==> config.mk <==
export PLATFORM = sky130hd
export DESIGN_NAME = external_memory_bus_port
export DESIGN_NICKNAME = d
export VERILOG_FILES = /design/src/ext_bus_pkg.sv /design/src/external_memory_bus_port.sv /design/src/reset_filter.sv
export VERILOG_INCLUDE_DIRS = /design/src
export SDC_FILE = /design/constraint.sdc
export NUM_CORES = 1
export LEC_CHECK = 0
export ABC_AREA = 1
export ABC_CLOCK_PERIOD_IN_PS = 1800
export BUFFER_PORTS_ARGS = -buffer_cell sky130_fd_sc_hd__clkbuf_2
export CAP_MARGIN = 20
export CORE_AREA = 3 3 109 111
export DETAILED_ROUTE_END_ITERATION = 8
export DIE_AREA = 0 0 112 114
export PLACE_DENSITY = 0.67
export REMOVE_ABC_BUFFERS = 1
export SLEW_MARGIN = 25
export SYNTH_ARGS = -nofsm -noshare
export SYNTH_HDL_FRONTEND = slang
export SYNTH_SLANG_ARGS = --single-unit
==> constraint.sdc <==
create_clock -name i_clk -period 1.8 [get_ports i_clk]
set_clock_uncertainty 0.1 [all_clocks]
set_input_delay 0.09 -clock i_clk [delete_from_list [all_inputs] [get_ports i_clk]]
set_output_delay 0.09 -clock i_clk [all_outputs]
set_load 0.05 [all_outputs]
==> src/ext_bus_params.svh <==
// constants for the external memory bus port
// assumes inclusion by the modules that need timings
`ifndef EXT_BUS_PARAMS_SVH
`define EXT_BUS_PARAMS_SVH
`define OSC_PER_STROBE 6
`define RESET_HOLD_CYCLES 24
`define INT_CODE_LAST 16'h1fff
`define STROBE_CNT_W 3
`define LATCH_PHASES 2
`define RST_CNT_W 5
`endif

==> src/ext_bus_pkg.sv <==
// types shared by the external memory bus port
// assumes ext_bus_params.svh is on the include path
package ext_bus_pkg;
    typedef enum logic [5:0] {
        ST_IDLE  = 6'h01,
        ST_ADDR  = 6'h02,
        ST_FETCH = 6'h04,
        ST_RDATA = 6'h08,
        ST_WDATA = 6'h10,
        ST_DONE  = 6'h20
    } bus_state_t;
    typedef struct packed {
        logic        valid;
        logic        is_data;
        logic        is_write;
        logic        wide;
        logic [23:0] addr;
        logic [7:0]  wdata;
    } bus_req_t;
    typedef struct packed {
        logic       done;
        logic [7:0] rdata;
    } bus_rsp_t;
endpackage

==> src/external_memory_bus_port.sv <==
// external memory bus port: multiplexed low address/data, high address, strobes
// assumes the core supplies one request at a time and holds it until done
// What this block does
// - write strobe low while write data driven
// - read strobe low, memory drives low port
// - code fetch drives address high byte
// - wide data access puts middle/high bytes out
// - fetch strobe once per code access, not data
// - fetch strobe high during internal execution
// - fetch strobe held low at reset: download
// - latch strobe captures low and page byte
// - latch strobe once per external access, data included
// - select high: internal code below 2000h
// - select low: all code fetched externally
// - low port open drain, ones float
// - low port multiplexes address then data
// - bus ones driven strongly on low port
// - high port ones weakly pulled high
// - reset needs 24 cycles high
`timescale 1ns/1ps
`include "ext_bus_params.svh"
module external_memory_bus_port (
    input wire logic i_clk,
    input wire logic i_rst_n,
    input wire logic i_reset_pin,
    input wire logic i_external_fetch_select_n,
    input ext_bus_pkg::bus_req_t i_req,
    output ext_bus_pkg::bus_rsp_t o_rsp,
    output logic o_code_internal,
    output logic o_dev_reset,
    output logic o_download_mode,
    input wire logic [7:0] i_port0_out,
    input wire logic [7:0] i_port2_out,
    input wire logic [7:0] i_low_address_data_port,
    output logic [7:0] o_low_address_data_port,
    output logic [7:0] o_low_address_data_port_oe_n,
    input wire logic [7:0] i_high_address_port,
    output logic [7:0] o_high_address_port,
    output logic [7:0] o_high_address_port_oe_n,
    output logic [7:0] o_high_address_port_pullup,
    input wire logic i_program_fetch_strobe_n,
    output logic o_program_fetch_strobe_n,
    output logic o_program_fetch_strobe_n_oe_n,
    output logic o_address_latch_strobe,
    output logic o_read_strobe_n,
    output logic o_write_strobe_n
);
    import ext_bus_pkg::*;
    // ==========================================================
    // reset qualification and strap capture
    logic dev_reset;
    logic dev_reset_d_r;
    reset_filter u_reset_filter (
        .i_clk(i_clk),
        .i_rst_n(i_rst_n),
        .i_reset_pin(i_reset_pin),
        .o_dev_reset(dev_reset)
    );
    assign o_dev_reset = dev_reset;
    always_ff @(posedge i_clk or negedge i_rst_n) begin
        if (!i_rst_n) begin
            dev_reset_d_r <= 1'b1;
        end else begin
            dev_reset_d_r <= dev_reset;
        end
    end
    // strap sampled on reset release; the pin stays released one cycle past reset,
    // otherwise the sample would see our own idle-high drive instead of the strap
    always_ff @(posedge i_clk or negedge i_rst_n) begin
        if (!i_rst_n) begin
            o_download_mode <= 1'b0;
        end else if (dev_reset_d_r && !dev_reset) begin
            o_download_mode <= !i_program_fetch_strobe_n;
        end
    end
    // ==========================================================
    // code space select
    logic ext_code;
    assign ext_code = !i_external_fetch_select_n || (i_req.addr[15:0] > `INT_CODE_LAST);
    assign o_code_internal = i_req.valid && !i_req.is_data && !ext_code;
    // ==========================================================
    // six-period strobe divider
    logic [`STROBE_CNT_W-1:0] ph_r;
    logic ph_tick;
    always_ff @(posedge i_clk or negedge i_rst_n) begin
        if (!i_rst_n) begin
            ph_r <= '0;
        end else if (dev_reset || ph_tick) begin
            ph_r <= '0;
        end else begin
            ph_r <= ph_r + `STROBE_CNT_W'(1);
        end
    end
    assign ph_tick = (ph_r == `STROBE_CNT_W'(`OSC_PER_STROBE - 1));
    // ==========================================================
    // bus sequencer: one phase per six-period slot, except done which lasts one cycle
    bus_state_t state_r;
    bus_state_t state_nxt;
    bus_req_t cur_r;
    logic ext_active;
    assign ext_active = i_req.valid && (i_req.is_data || ext_code);
    always_comb begin
        state_nxt = state_r;
        case (state_r)
            ST_IDLE: begin
                if (ext_active) begin
                    state_nxt = ST_ADDR;
                end
            end
            ST_ADDR: begin
                if (!cur_r.is_data) begin
                    state_nxt = ST_FETCH;
                end else if (cur_r.is_write) begin
                    state_nxt = ST_WDATA;
                end else begin
                    state_nxt = ST_RDATA;
                end
            end
            ST_FETCH: state_nxt = ST_DONE;
            ST_RDATA: state_nxt = ST_DONE;
            ST_WDATA: state_nxt = ST_DONE;
            ST_DONE: state_nxt = ST_IDLE;
            default: state_nxt = ST_IDLE;
        endcase
    end
    always_ff @(posedge i_clk or negedge i_rst_n) begin
        if (!i_rst_n) begin
            state_r <= ST_IDLE;
        end else if (dev_reset) begin
            state_r <= ST_IDLE;
        end else if (ph_tick || state_r == ST_DONE) begin
            state_r <= state_nxt;
        end
    end
    always_ff @(posedge i_clk or negedge i_rst_n) begin
        if (!i_rst_n) begin
            cur_r <= '0;
        end else if (state_r == ST_IDLE && ph_tick && ext_active) begin
            cur_r <= i_req;
        end
    end
    // read byte captured at the end of the strobe slot, memory drives while low
    always_ff @(posedge i_clk or negedge i_rst_n) begin
        if (!i_rst_n) begin
            o_rsp <= '0;
        end else begin
            o_rsp.done <= (state_r == ST_DONE);
            if ((state_r == ST_RDATA || state_r == ST_FETCH) && ph_tick) begin
                o_rsp.rdata <= i_low_address_data_port;
            end
        end
    end
    // ==========================================================
    // strobes, registered so they are glitch free
    logic in_slot_mid;
    assign in_slot_mid = (ph_r != '0) && (ph_r != `STROBE_CNT_W'(`OSC_PER_STROBE - 1));
    always_ff @(posedge i_clk or negedge i_rst_n) begin
        if (!i_rst_n) begin
            o_address_latch_strobe <= 1'b0;
            o_program_fetch_strobe_n <= 1'b1;
            o_read_strobe_n <= 1'b1;
            o_write_strobe_n <= 1'b1;
        end else if (dev_reset) begin
            o_address_latch_strobe <= 1'b0;
            o_program_fetch_strobe_n <= 1'b1;
            o_read_strobe_n <= 1'b1;
            o_write_strobe_n <= 1'b1;
        end else begin
            // latch strobe falls mid slot while address still held
            o_address_latch_strobe <= (state_r == ST_ADDR)
                && (ph_r < `STROBE_CNT_W'(`LATCH_PHASES));
            // one fetch pulse per code access, none in data cycles
            o_program_fetch_strobe_n <= !(state_r == ST_FETCH && in_slot_mid);
            // mutually exclusive states keep strobes apart
            o_read_strobe_n <= !(state_r == ST_RDATA && in_slot_mid);
            o_write_strobe_n <= !(state_r == ST_WDATA && in_slot_mid);
        end
    end
    assign o_program_fetch_strobe_n_oe_n = dev_reset || dev_reset_d_r;
    // ==========================================================
    // pad drive
    logic bus_owns;
    assign bus_owns = (state_r != ST_IDLE) && (state_r != ST_DONE);
    always_ff @(posedge i_clk or negedge i_rst_n) begin
        if (!i_rst_n) begin
            o_low_address_data_port <= 8'hff;
            o_low_address_data_port_oe_n <= 8'hff;
        end else if (state_r == ST_ADDR || (bus_owns && state_nxt == ST_ADDR)) begin
            // address byte, ones driven strongly
            o_low_address_data_port <= cur_r.addr[7:0];
            o_low_address_data_port_oe_n <= 8'h00;
        end else if (state_r == ST_WDATA) begin
            o_low_address_data_port <= cur_r.wdata;
            o_low_address_data_port_oe_n <= 8'h00;
        end else if (bus_owns) begin
            // released so memory can drive it
            o_low_address_data_port <= 8'hff;
            o_low_address_data_port_oe_n <= 8'hff;
        end else begin
            // port mode: open drain, ones float
            o_low_address_data_port <= i_port0_out;
            o_low_address_data_port_oe_n <= i_port0_out;
        end
    end
    always_ff @(posedge i_clk or negedge i_rst_n) begin
        if (!i_rst_n) begin
            o_high_address_port <= 8'hff;
            o_high_address_port_oe_n <= 8'hff;
        end else if (bus_owns && cur_r.is_data && cur_r.wide) begin
            // page byte on the latch slot, middle byte after
            o_high_address_port <= (state_r == ST_ADDR) ? cur_r.addr[23:16] : cur_r.addr[15:8];
            o_high_address_port_oe_n <= 8'h00;
        end else if (bus_owns) begin
            o_high_address_port <= cur_r.addr[15:8];
            o_high_address_port_oe_n <= 8'h00;
        end else begin
            // ones left to the weak pull-up so the pin reads as input
            o_high_address_port <= i_port2_out;
            o_high_address_port_oe_n <= i_port2_out;
        end
    end
    assign o_high_address_port_pullup = 8'hff;
endmodule

==> src/reset_filter.sv <==
// reset pin qualifier: high for the hold count resets the device
// assumes the pin is synchronous to i_clk
`timescale 1ns/1ps
`include "ext_bus_params.svh"
module reset_filter (
    input wire logic i_clk,
    input wire logic i_rst_n,
    input wire logic i_reset_pin,
    output logic o_dev_reset
);
    logic [`RST_CNT_W-1:0] cnt_r;
    // glitches shorter than the hold count never reset the core
    always_ff @(posedge i_clk or negedge i_rst_n) begin
        if (!i_rst_n) begin
            cnt_r <= '0;
        end else if (!i_reset_pin) begin
            cnt_r <= '0;
        end else if (cnt_r != `RST_CNT_W'(`RESET_HOLD_CYCLES)) begin
            cnt_r <= cnt_r + `RST_CNT_W'(1);
        end
    end
    always_ff @(posedge i_clk or negedge i_rst_n) begin
        if (!i_rst_n) begin
            o_dev_reset <= 1'b0;
        end else begin
            o_dev_reset <= i_reset_pin && (cnt_r == `RST_CNT_W'(`RESET_HOLD_CYCLES - 1)
                || cnt_r == `RST_CNT_W'(`RESET_HOLD_CYCLES));
        end
    end
endmodule

; ---- Yosys cells after proc, flatten, opt, wreduce, memory -nomap -nowiden
; Cells that the tools add are included.
[classes]
eq_ne = 15
order_cmp = 2
n_reduce_logical = 36
n_mux = 23
n_addsub = 2
[ops]
columns = op, count
row1 = $mux 8, 10
row2 = $mux 5, 4
row3 = $mux 6, 3
row4 = $pmux 6 s3, 1
row5 = $logic_and 1x1->1, 17
row6 = $gt 16x13->1 const B, 1
row7 = $eq 6x2->1 const B, 2
row8 = $eq 5x5->1 const B, 2
row9 = $logic_not 1->1, 8
row10 = $logic_or 1x1->1, 8
row11 = $eq 6x1->1 const B, 1
row12 = $eq 6x3->1 const B, 1
row13 = $eq 6x4->1 const B, 1
row14 = $eq 6x5->1 const B, 1
row15 = $eq 6x6->1 const B, 1
row16 = $ne 6x1->1 const B, 1
row17 = $ne 6x6->1 const B, 1
row18 = $add 5x1->5 const B, 1
row19 = $ne 5x5->1 const B, 1
row20 = $mux 1, 4
row21 = $add 3x1->3 const B, 1
row22 = $eq 3x3->1 const B, 1
row23 = $lt 3x2->1 const B, 1
row24 = $mux 3, 1
row25 = other kinds (5), 5
[totals]
out_inout_bits = 57
register_bits = 97

; ---- Longest topological paths before layout
[depth]
ltp_word = 10
ltp_mapped = 9
mapped_depth_nobuf = 8

; ---- By module
; A second synthesis with hierarchy kept.
[unflattened]
hier_cells = 486
area_unflattened_um2 = 4260.3
[modules_own_cells]
columns = module, instances, seq_area_each_um2, cells_per_inst, area_per_inst_um2
row1 = external_memory_bus_port, 1, 2323.5, 444, 3930.0
row2 = reset_filter, 1, 150.1, 42, 330.3

; ---- Least setup slack after synthesis
; OpenSTA, ideal clock, no wires.
[synth_path]
kind = reg-to-reg
from = register ph_r[0]
to = register o_program_fetch_strobe_n
t_arrival_ps = 1332
stages_incl_launch_ff = 9
path_slack_ps = 284
period_less_slack_ps = 1516
setup_time_ps = 85
required_time_ps = 1615
cell_sequence = dfrtp_1 -> ha_1 -> nand2_1 -> inv_1 -> buf_6 -> nor2_1 -> inv_1 -> a21oi_1 -> nand2_1
[synth_between]
elab_chain_len = 5
word_cells_on_any_way = 6
cone_classes = 1 x eq/ne / 1 x mux / 4 x reduce/logical
[synth_lines]
columns = item, line
row1 = start: declaration, external_memory_bus_port.sv:83  ; logic [`STROBE_CNT_W-1:0] ph_r;
row2 = start signal: assignment, external_memory_bus_port.sv:91  ; ph_r <= ph_r + `STROBE_CNT_W'(1);
row3 = $ne 3x3->1 / $reduce_bool 3->1 (equally long branches), external_memory_bus_port.sv:156  ; assign in_slot_mid = (ph_r != '0) && (ph_r != `STROBE_CNT_W'(`OSC_PER_STROBE - 1));
row4 = $logic_and 1x1->1 (*), external_memory_bus_port.sv:156
row5 = $logic_and 1x1->1 (*), external_memory_bus_port.sv:173  ; o_program_fetch_strobe_n <= !(state_r == ST_FETCH && in_slot_mid);
row6 = $logic_not 1->1 (*), external_memory_bus_port.sv:173
row7 = $mux 1 (*), external_memory_bus_port.sv:163  ; end else if (dev_reset) begin
row8 = end signal: assignment, external_memory_bus_port.sv:173
row9 = end: declaration, external_memory_bus_port.sv:42  ; output logic o_program_fetch_strobe_n,
; Every way passes the cells marked *; elsewhere a longest branch is shown, timed or not.
; A chain may end at the register's enable or synchronous reset.

; ---- Worst setup path in the final report
[layout_path]
from = register state_r[0]
to = register cur_r[2] (netlist name)
[layout_between]
elab_chain_len = 3
[layout_lines]
columns = item, line
row1 = start: declaration, external_memory_bus_port.sv:97  ; bus_state_t state_r;
row2 = start signal: assignment, external_memory_bus_port.sv:132  ; state_r <= state_nxt;
row3 = $eq 6x1->1, external_memory_bus_port.sv:138  ; end else if (state_r == ST_IDLE && ph_tick && ext_active) begin
row4 = $logic_and 1x1->1 (2 in series), external_memory_bus_port.sv:138
row5 = end signal: assignment, external_memory_bus_port.sv:139  ; cur_r <= i_req;
row6 = end: declaration, external_memory_bus_port.sv:99  ; bus_req_t cur_r;
; No other way between the ends.

==> flow_metrics.py <==
metrics = {
    "drt": {
        "drt_iter0_markers": 157,
        "wl_met1_mm": 4.46,
        "ant_nets": 0,
        "drt_wl_total_mm": 10.3,
        "highest_layer": "met4",
        "dr_wl_met3_um": 434,
        "wl_met2_mm": 5.14,
        "wl_per_cell_um": 12.8,
        "drcViolationCount": 0,
        "vias": 3619,
        "routed_via_density": 4.50,
        "drtPass1Iterations": 4,
    },
    "worst_setup_path": {
        "crit_path_max_fanout": 35,
        "crit_path_start": "state_r[0]",
        "critPathLaunchType": "register",
        "arrival_ns": 1.82,
        "r2r_start": "state_r[0]",
        "reg2reg_depth": 8,
        "end_kind": "register",
        "path_cells": "inv_1 > nor2_1 > nand3_2 > clkinv_2 > nand4_4 > buf_16 > nand2_1 > o21ai_2",
        "crit_type": "register to register",
        "critical_path_required_ns": 1.95,
        "cp_slowest_cell": "dfstp_2",
        "cpPeakStageDelay_ns": 0.56,
    },
    "clock_tree": {
        "htree_levels": 3,
        "clock_path_buffers": 2,
        "clk_pin_slew_ns": 0.09,
        "cts_setup_buffers": 0,
        "cts_buffers": 9,
        "worstSkewPairLatency_ns": 0.36,
        "root_buffer": "clkbuf_8",
        "cts.sinks": 97,
        "cts_tree": "done",
    },
    "min_path": {
        "min_path_type": "input port to asynchronous set/reset pin",
    },
    "synth": {
        "yosysTopAreaCell": "dfrtp_1",
        "ys.flop_type": "dfrtp_1",
        "synth_common_cells": "nand2_1 (129), inv_1 (65), dfrtp_1 (60), dfstp_2 (37), o21ai_2 (35)",
        "synth_edf_count": 0,
        "synth_most_common_cell": "nand2_1",
        "synth-seq-cells": 97,
        "synthArstFlopShare_pct": 100,
        "synthTopCellsByArea": "dfrtp_1 (34%), dfstp_2 (22%), nand2_1 (11%), o21ai_2 (6.9%), inv_1 (5.5%)",
        "synth_top_cell_area_share_pct": 33.7,
        "synth_cell_types": 36,
        "yosys_warnings": 0,
        "syn_inst": 476,
        "synth_area_um2": 4450,
        "syn_avg_cell_area_um2": 9.35,
        "ys_seq_area_share_pct": 55.6,
    },
    "sta": {
        "report.final.slew_viol_count": 0,
        "fin_crit_sh_pct": 92.7,
        "timing.fmax_mhz": 599,
        "timing.final.hold_violations": 0,
        "setup_tns_ns": 0,
        "setup_violations": 0,
        "setup_ws_ns": 0.131,
        "layout_min_cycle_time_ns": 1.67,
        "rsz0062_at_grt": "false",
    },
    "outcome": {
        "status": "completed",
    },
    "placed_design": {
        "place.gp.congestion": 0.780,
        "pre_cts_ws_ns": -0.00766,
        "place_area_um2": 5130,
        "dp_hpwl_mm": 6.79,
        "placed_cells": 725,
        "port_buffers": 113,
    },
    "layout": {
        "diodes": 0,
        "postLayoutCellArea_um2": 6000,
        "layout-drive-gt1-share_pct": 37.6,
        "syn_to_final_growth_pct": 34.9,
        "fin_cells": 805,
        "layout.nets": 738,
        "fillers": 945,
    },
    "power": {
        "ir_drop_v": 0.000633,
        "finalPower_mw": 9.44,
        "power.density_nw_per_um2": 1570,
        "p_leak_nw": 3.12,
    },
    "global_routing": {
        "grt_pass1_wl_mm": 17.0,
        "antenna_found_initial": 0,
        "grt_max_degree": 71,
        "grt-ovfl-total": 0,
        "track_usage_pct": 16.6,
        "grt_pass1_vias": 3666,
    },
    "die": {
        "initial_core_util_pct": 40.9,
        "die_y_um": 114,
        "coreArea_um2": 10900,
        "dieArea_um2": 12800,
        "io_pins": 130,
        "row_count": 38,
        "die_w_um": 112,
    },
    "flow_run": {
        "maxCapViolations": 0,
    },
}
-- layout by cell type, fill, tap and decap left out, types with 9 or more instances in the layout --
master,count
buf_4,9
clkbuf_2,111
clkbuf_8,13
dfrtp_1,60
dfstp_2,37
dlygate4sd3_1,63
inv_1,64
nand2_1,128
nand2_2,16
nand3_1,25
nor2_1,31
nor2_2,10
o21ai_2,35
-- metal layers --
metal / track usage (%) / up-vias
met4: 8.41 / 0
li1: - / 1818
met2: 28.4 / 102
met1: 20.3 / 1677
met5: 0 / -
met3: 2.71 / 22
-- sequential cells by signal, summed over array words and instances, names as in the netlist --
register / flops
ph_r: 3
cur_r: 35
o_read_strobe_n: 1
u_reset_filter.o_dev_reset: 1
o_rsp: 9
o_high_address_port: 8
o_download_mode: 1
u_reset_filter.cnt_r: 5
o_low_address_data_port_oe_n: 8
o_program_fetch_strobe_n: 1
o_low_address_data_port: 8
o_address_latch_strobe: 1
o_write_strobe_n: 1
dev_reset_d_r: 1
state_r: 6
o_high_address_port_oe_n: 8
-- cell type report --
class / instances / area [um2] / area share (%)
inverters: 69 / 263 / 4.38
well taps: 140 / 175 / 2.92
flip-flops and latches: 97 / 2470 / 41.2
repair buffers: 187 / 1330 / 22.2
clock buffers: 14 / 183 / 3.04
clock inverters: 2 / 10.0 / 0.167
multi-input cells: 296 / 1560 / 26.1
-- kinds of logic after synthesis --
| kind of cell | after synthesis | share of synthesized area, % |
|---|---|---|
| other cells | 1 | 0.0843 |
| buf+inv | 90 | 10.1 |
| flops | 97 | 55.6 |
| fa+ha+maj | 5 | 1.41 |
| simple gates | 223 | 22.4 |
| xor+xnor | 1 | 0.197 |
| compound gates | 59 | 10.3 |
-- repair_timing --
action                                  CTS  global route
resized for setup                         1             6
hold endpoints to repair                159             0
gates cloned                              0             1
hold buffers                             63             0
endpoints found under the setup margin    4            44
pin swaps                                 0             0
-- where the power goes --
group / switching (mW) / internal [mW]
registers: 0.465 / 3.25
clock network: 0.714 / 0.651
logic: 3.05 / 1.31
-- critical path: cells and delay by family, from the launching register on --
kind                   cells  cell delay, ns
buffers and inverters      3            0.36
and+or+nand+nor            4            0.46
AOI/OAI and AO/OA          1            0.05
DFF                        1            0.56
-- final timing paths --
kind,endpoint,slack [ns]
min in group i_clk,state_r[1],0.16
hold / removal,cur_r[1],0.08
max in group asynchronous,o_write_strobe_n,0.82
setup reg to reg,cur_r[2],0.13
hold reg to reg,o_rsp[0],0.38
setup / recovery,cur_r[2],0.13
-- stage by stage --
| stage | hold slack (ns) | utilization [%] |
|---|---|---|
| 5_1_grt | 0.0965 | 55.1 |
| 3_3_place_gp | -0.0945 | 47.2 |
| 4_1_cts | 0.0581 | 54.7 |
| 2_1_floorplan | -0.306 | - |
| 3_5_place_dp | -0.0810 | 47.2 |
| 6_report | 0.0774 | 55.1 |
No activity file was read; power rests on OpenSTA's default activity.
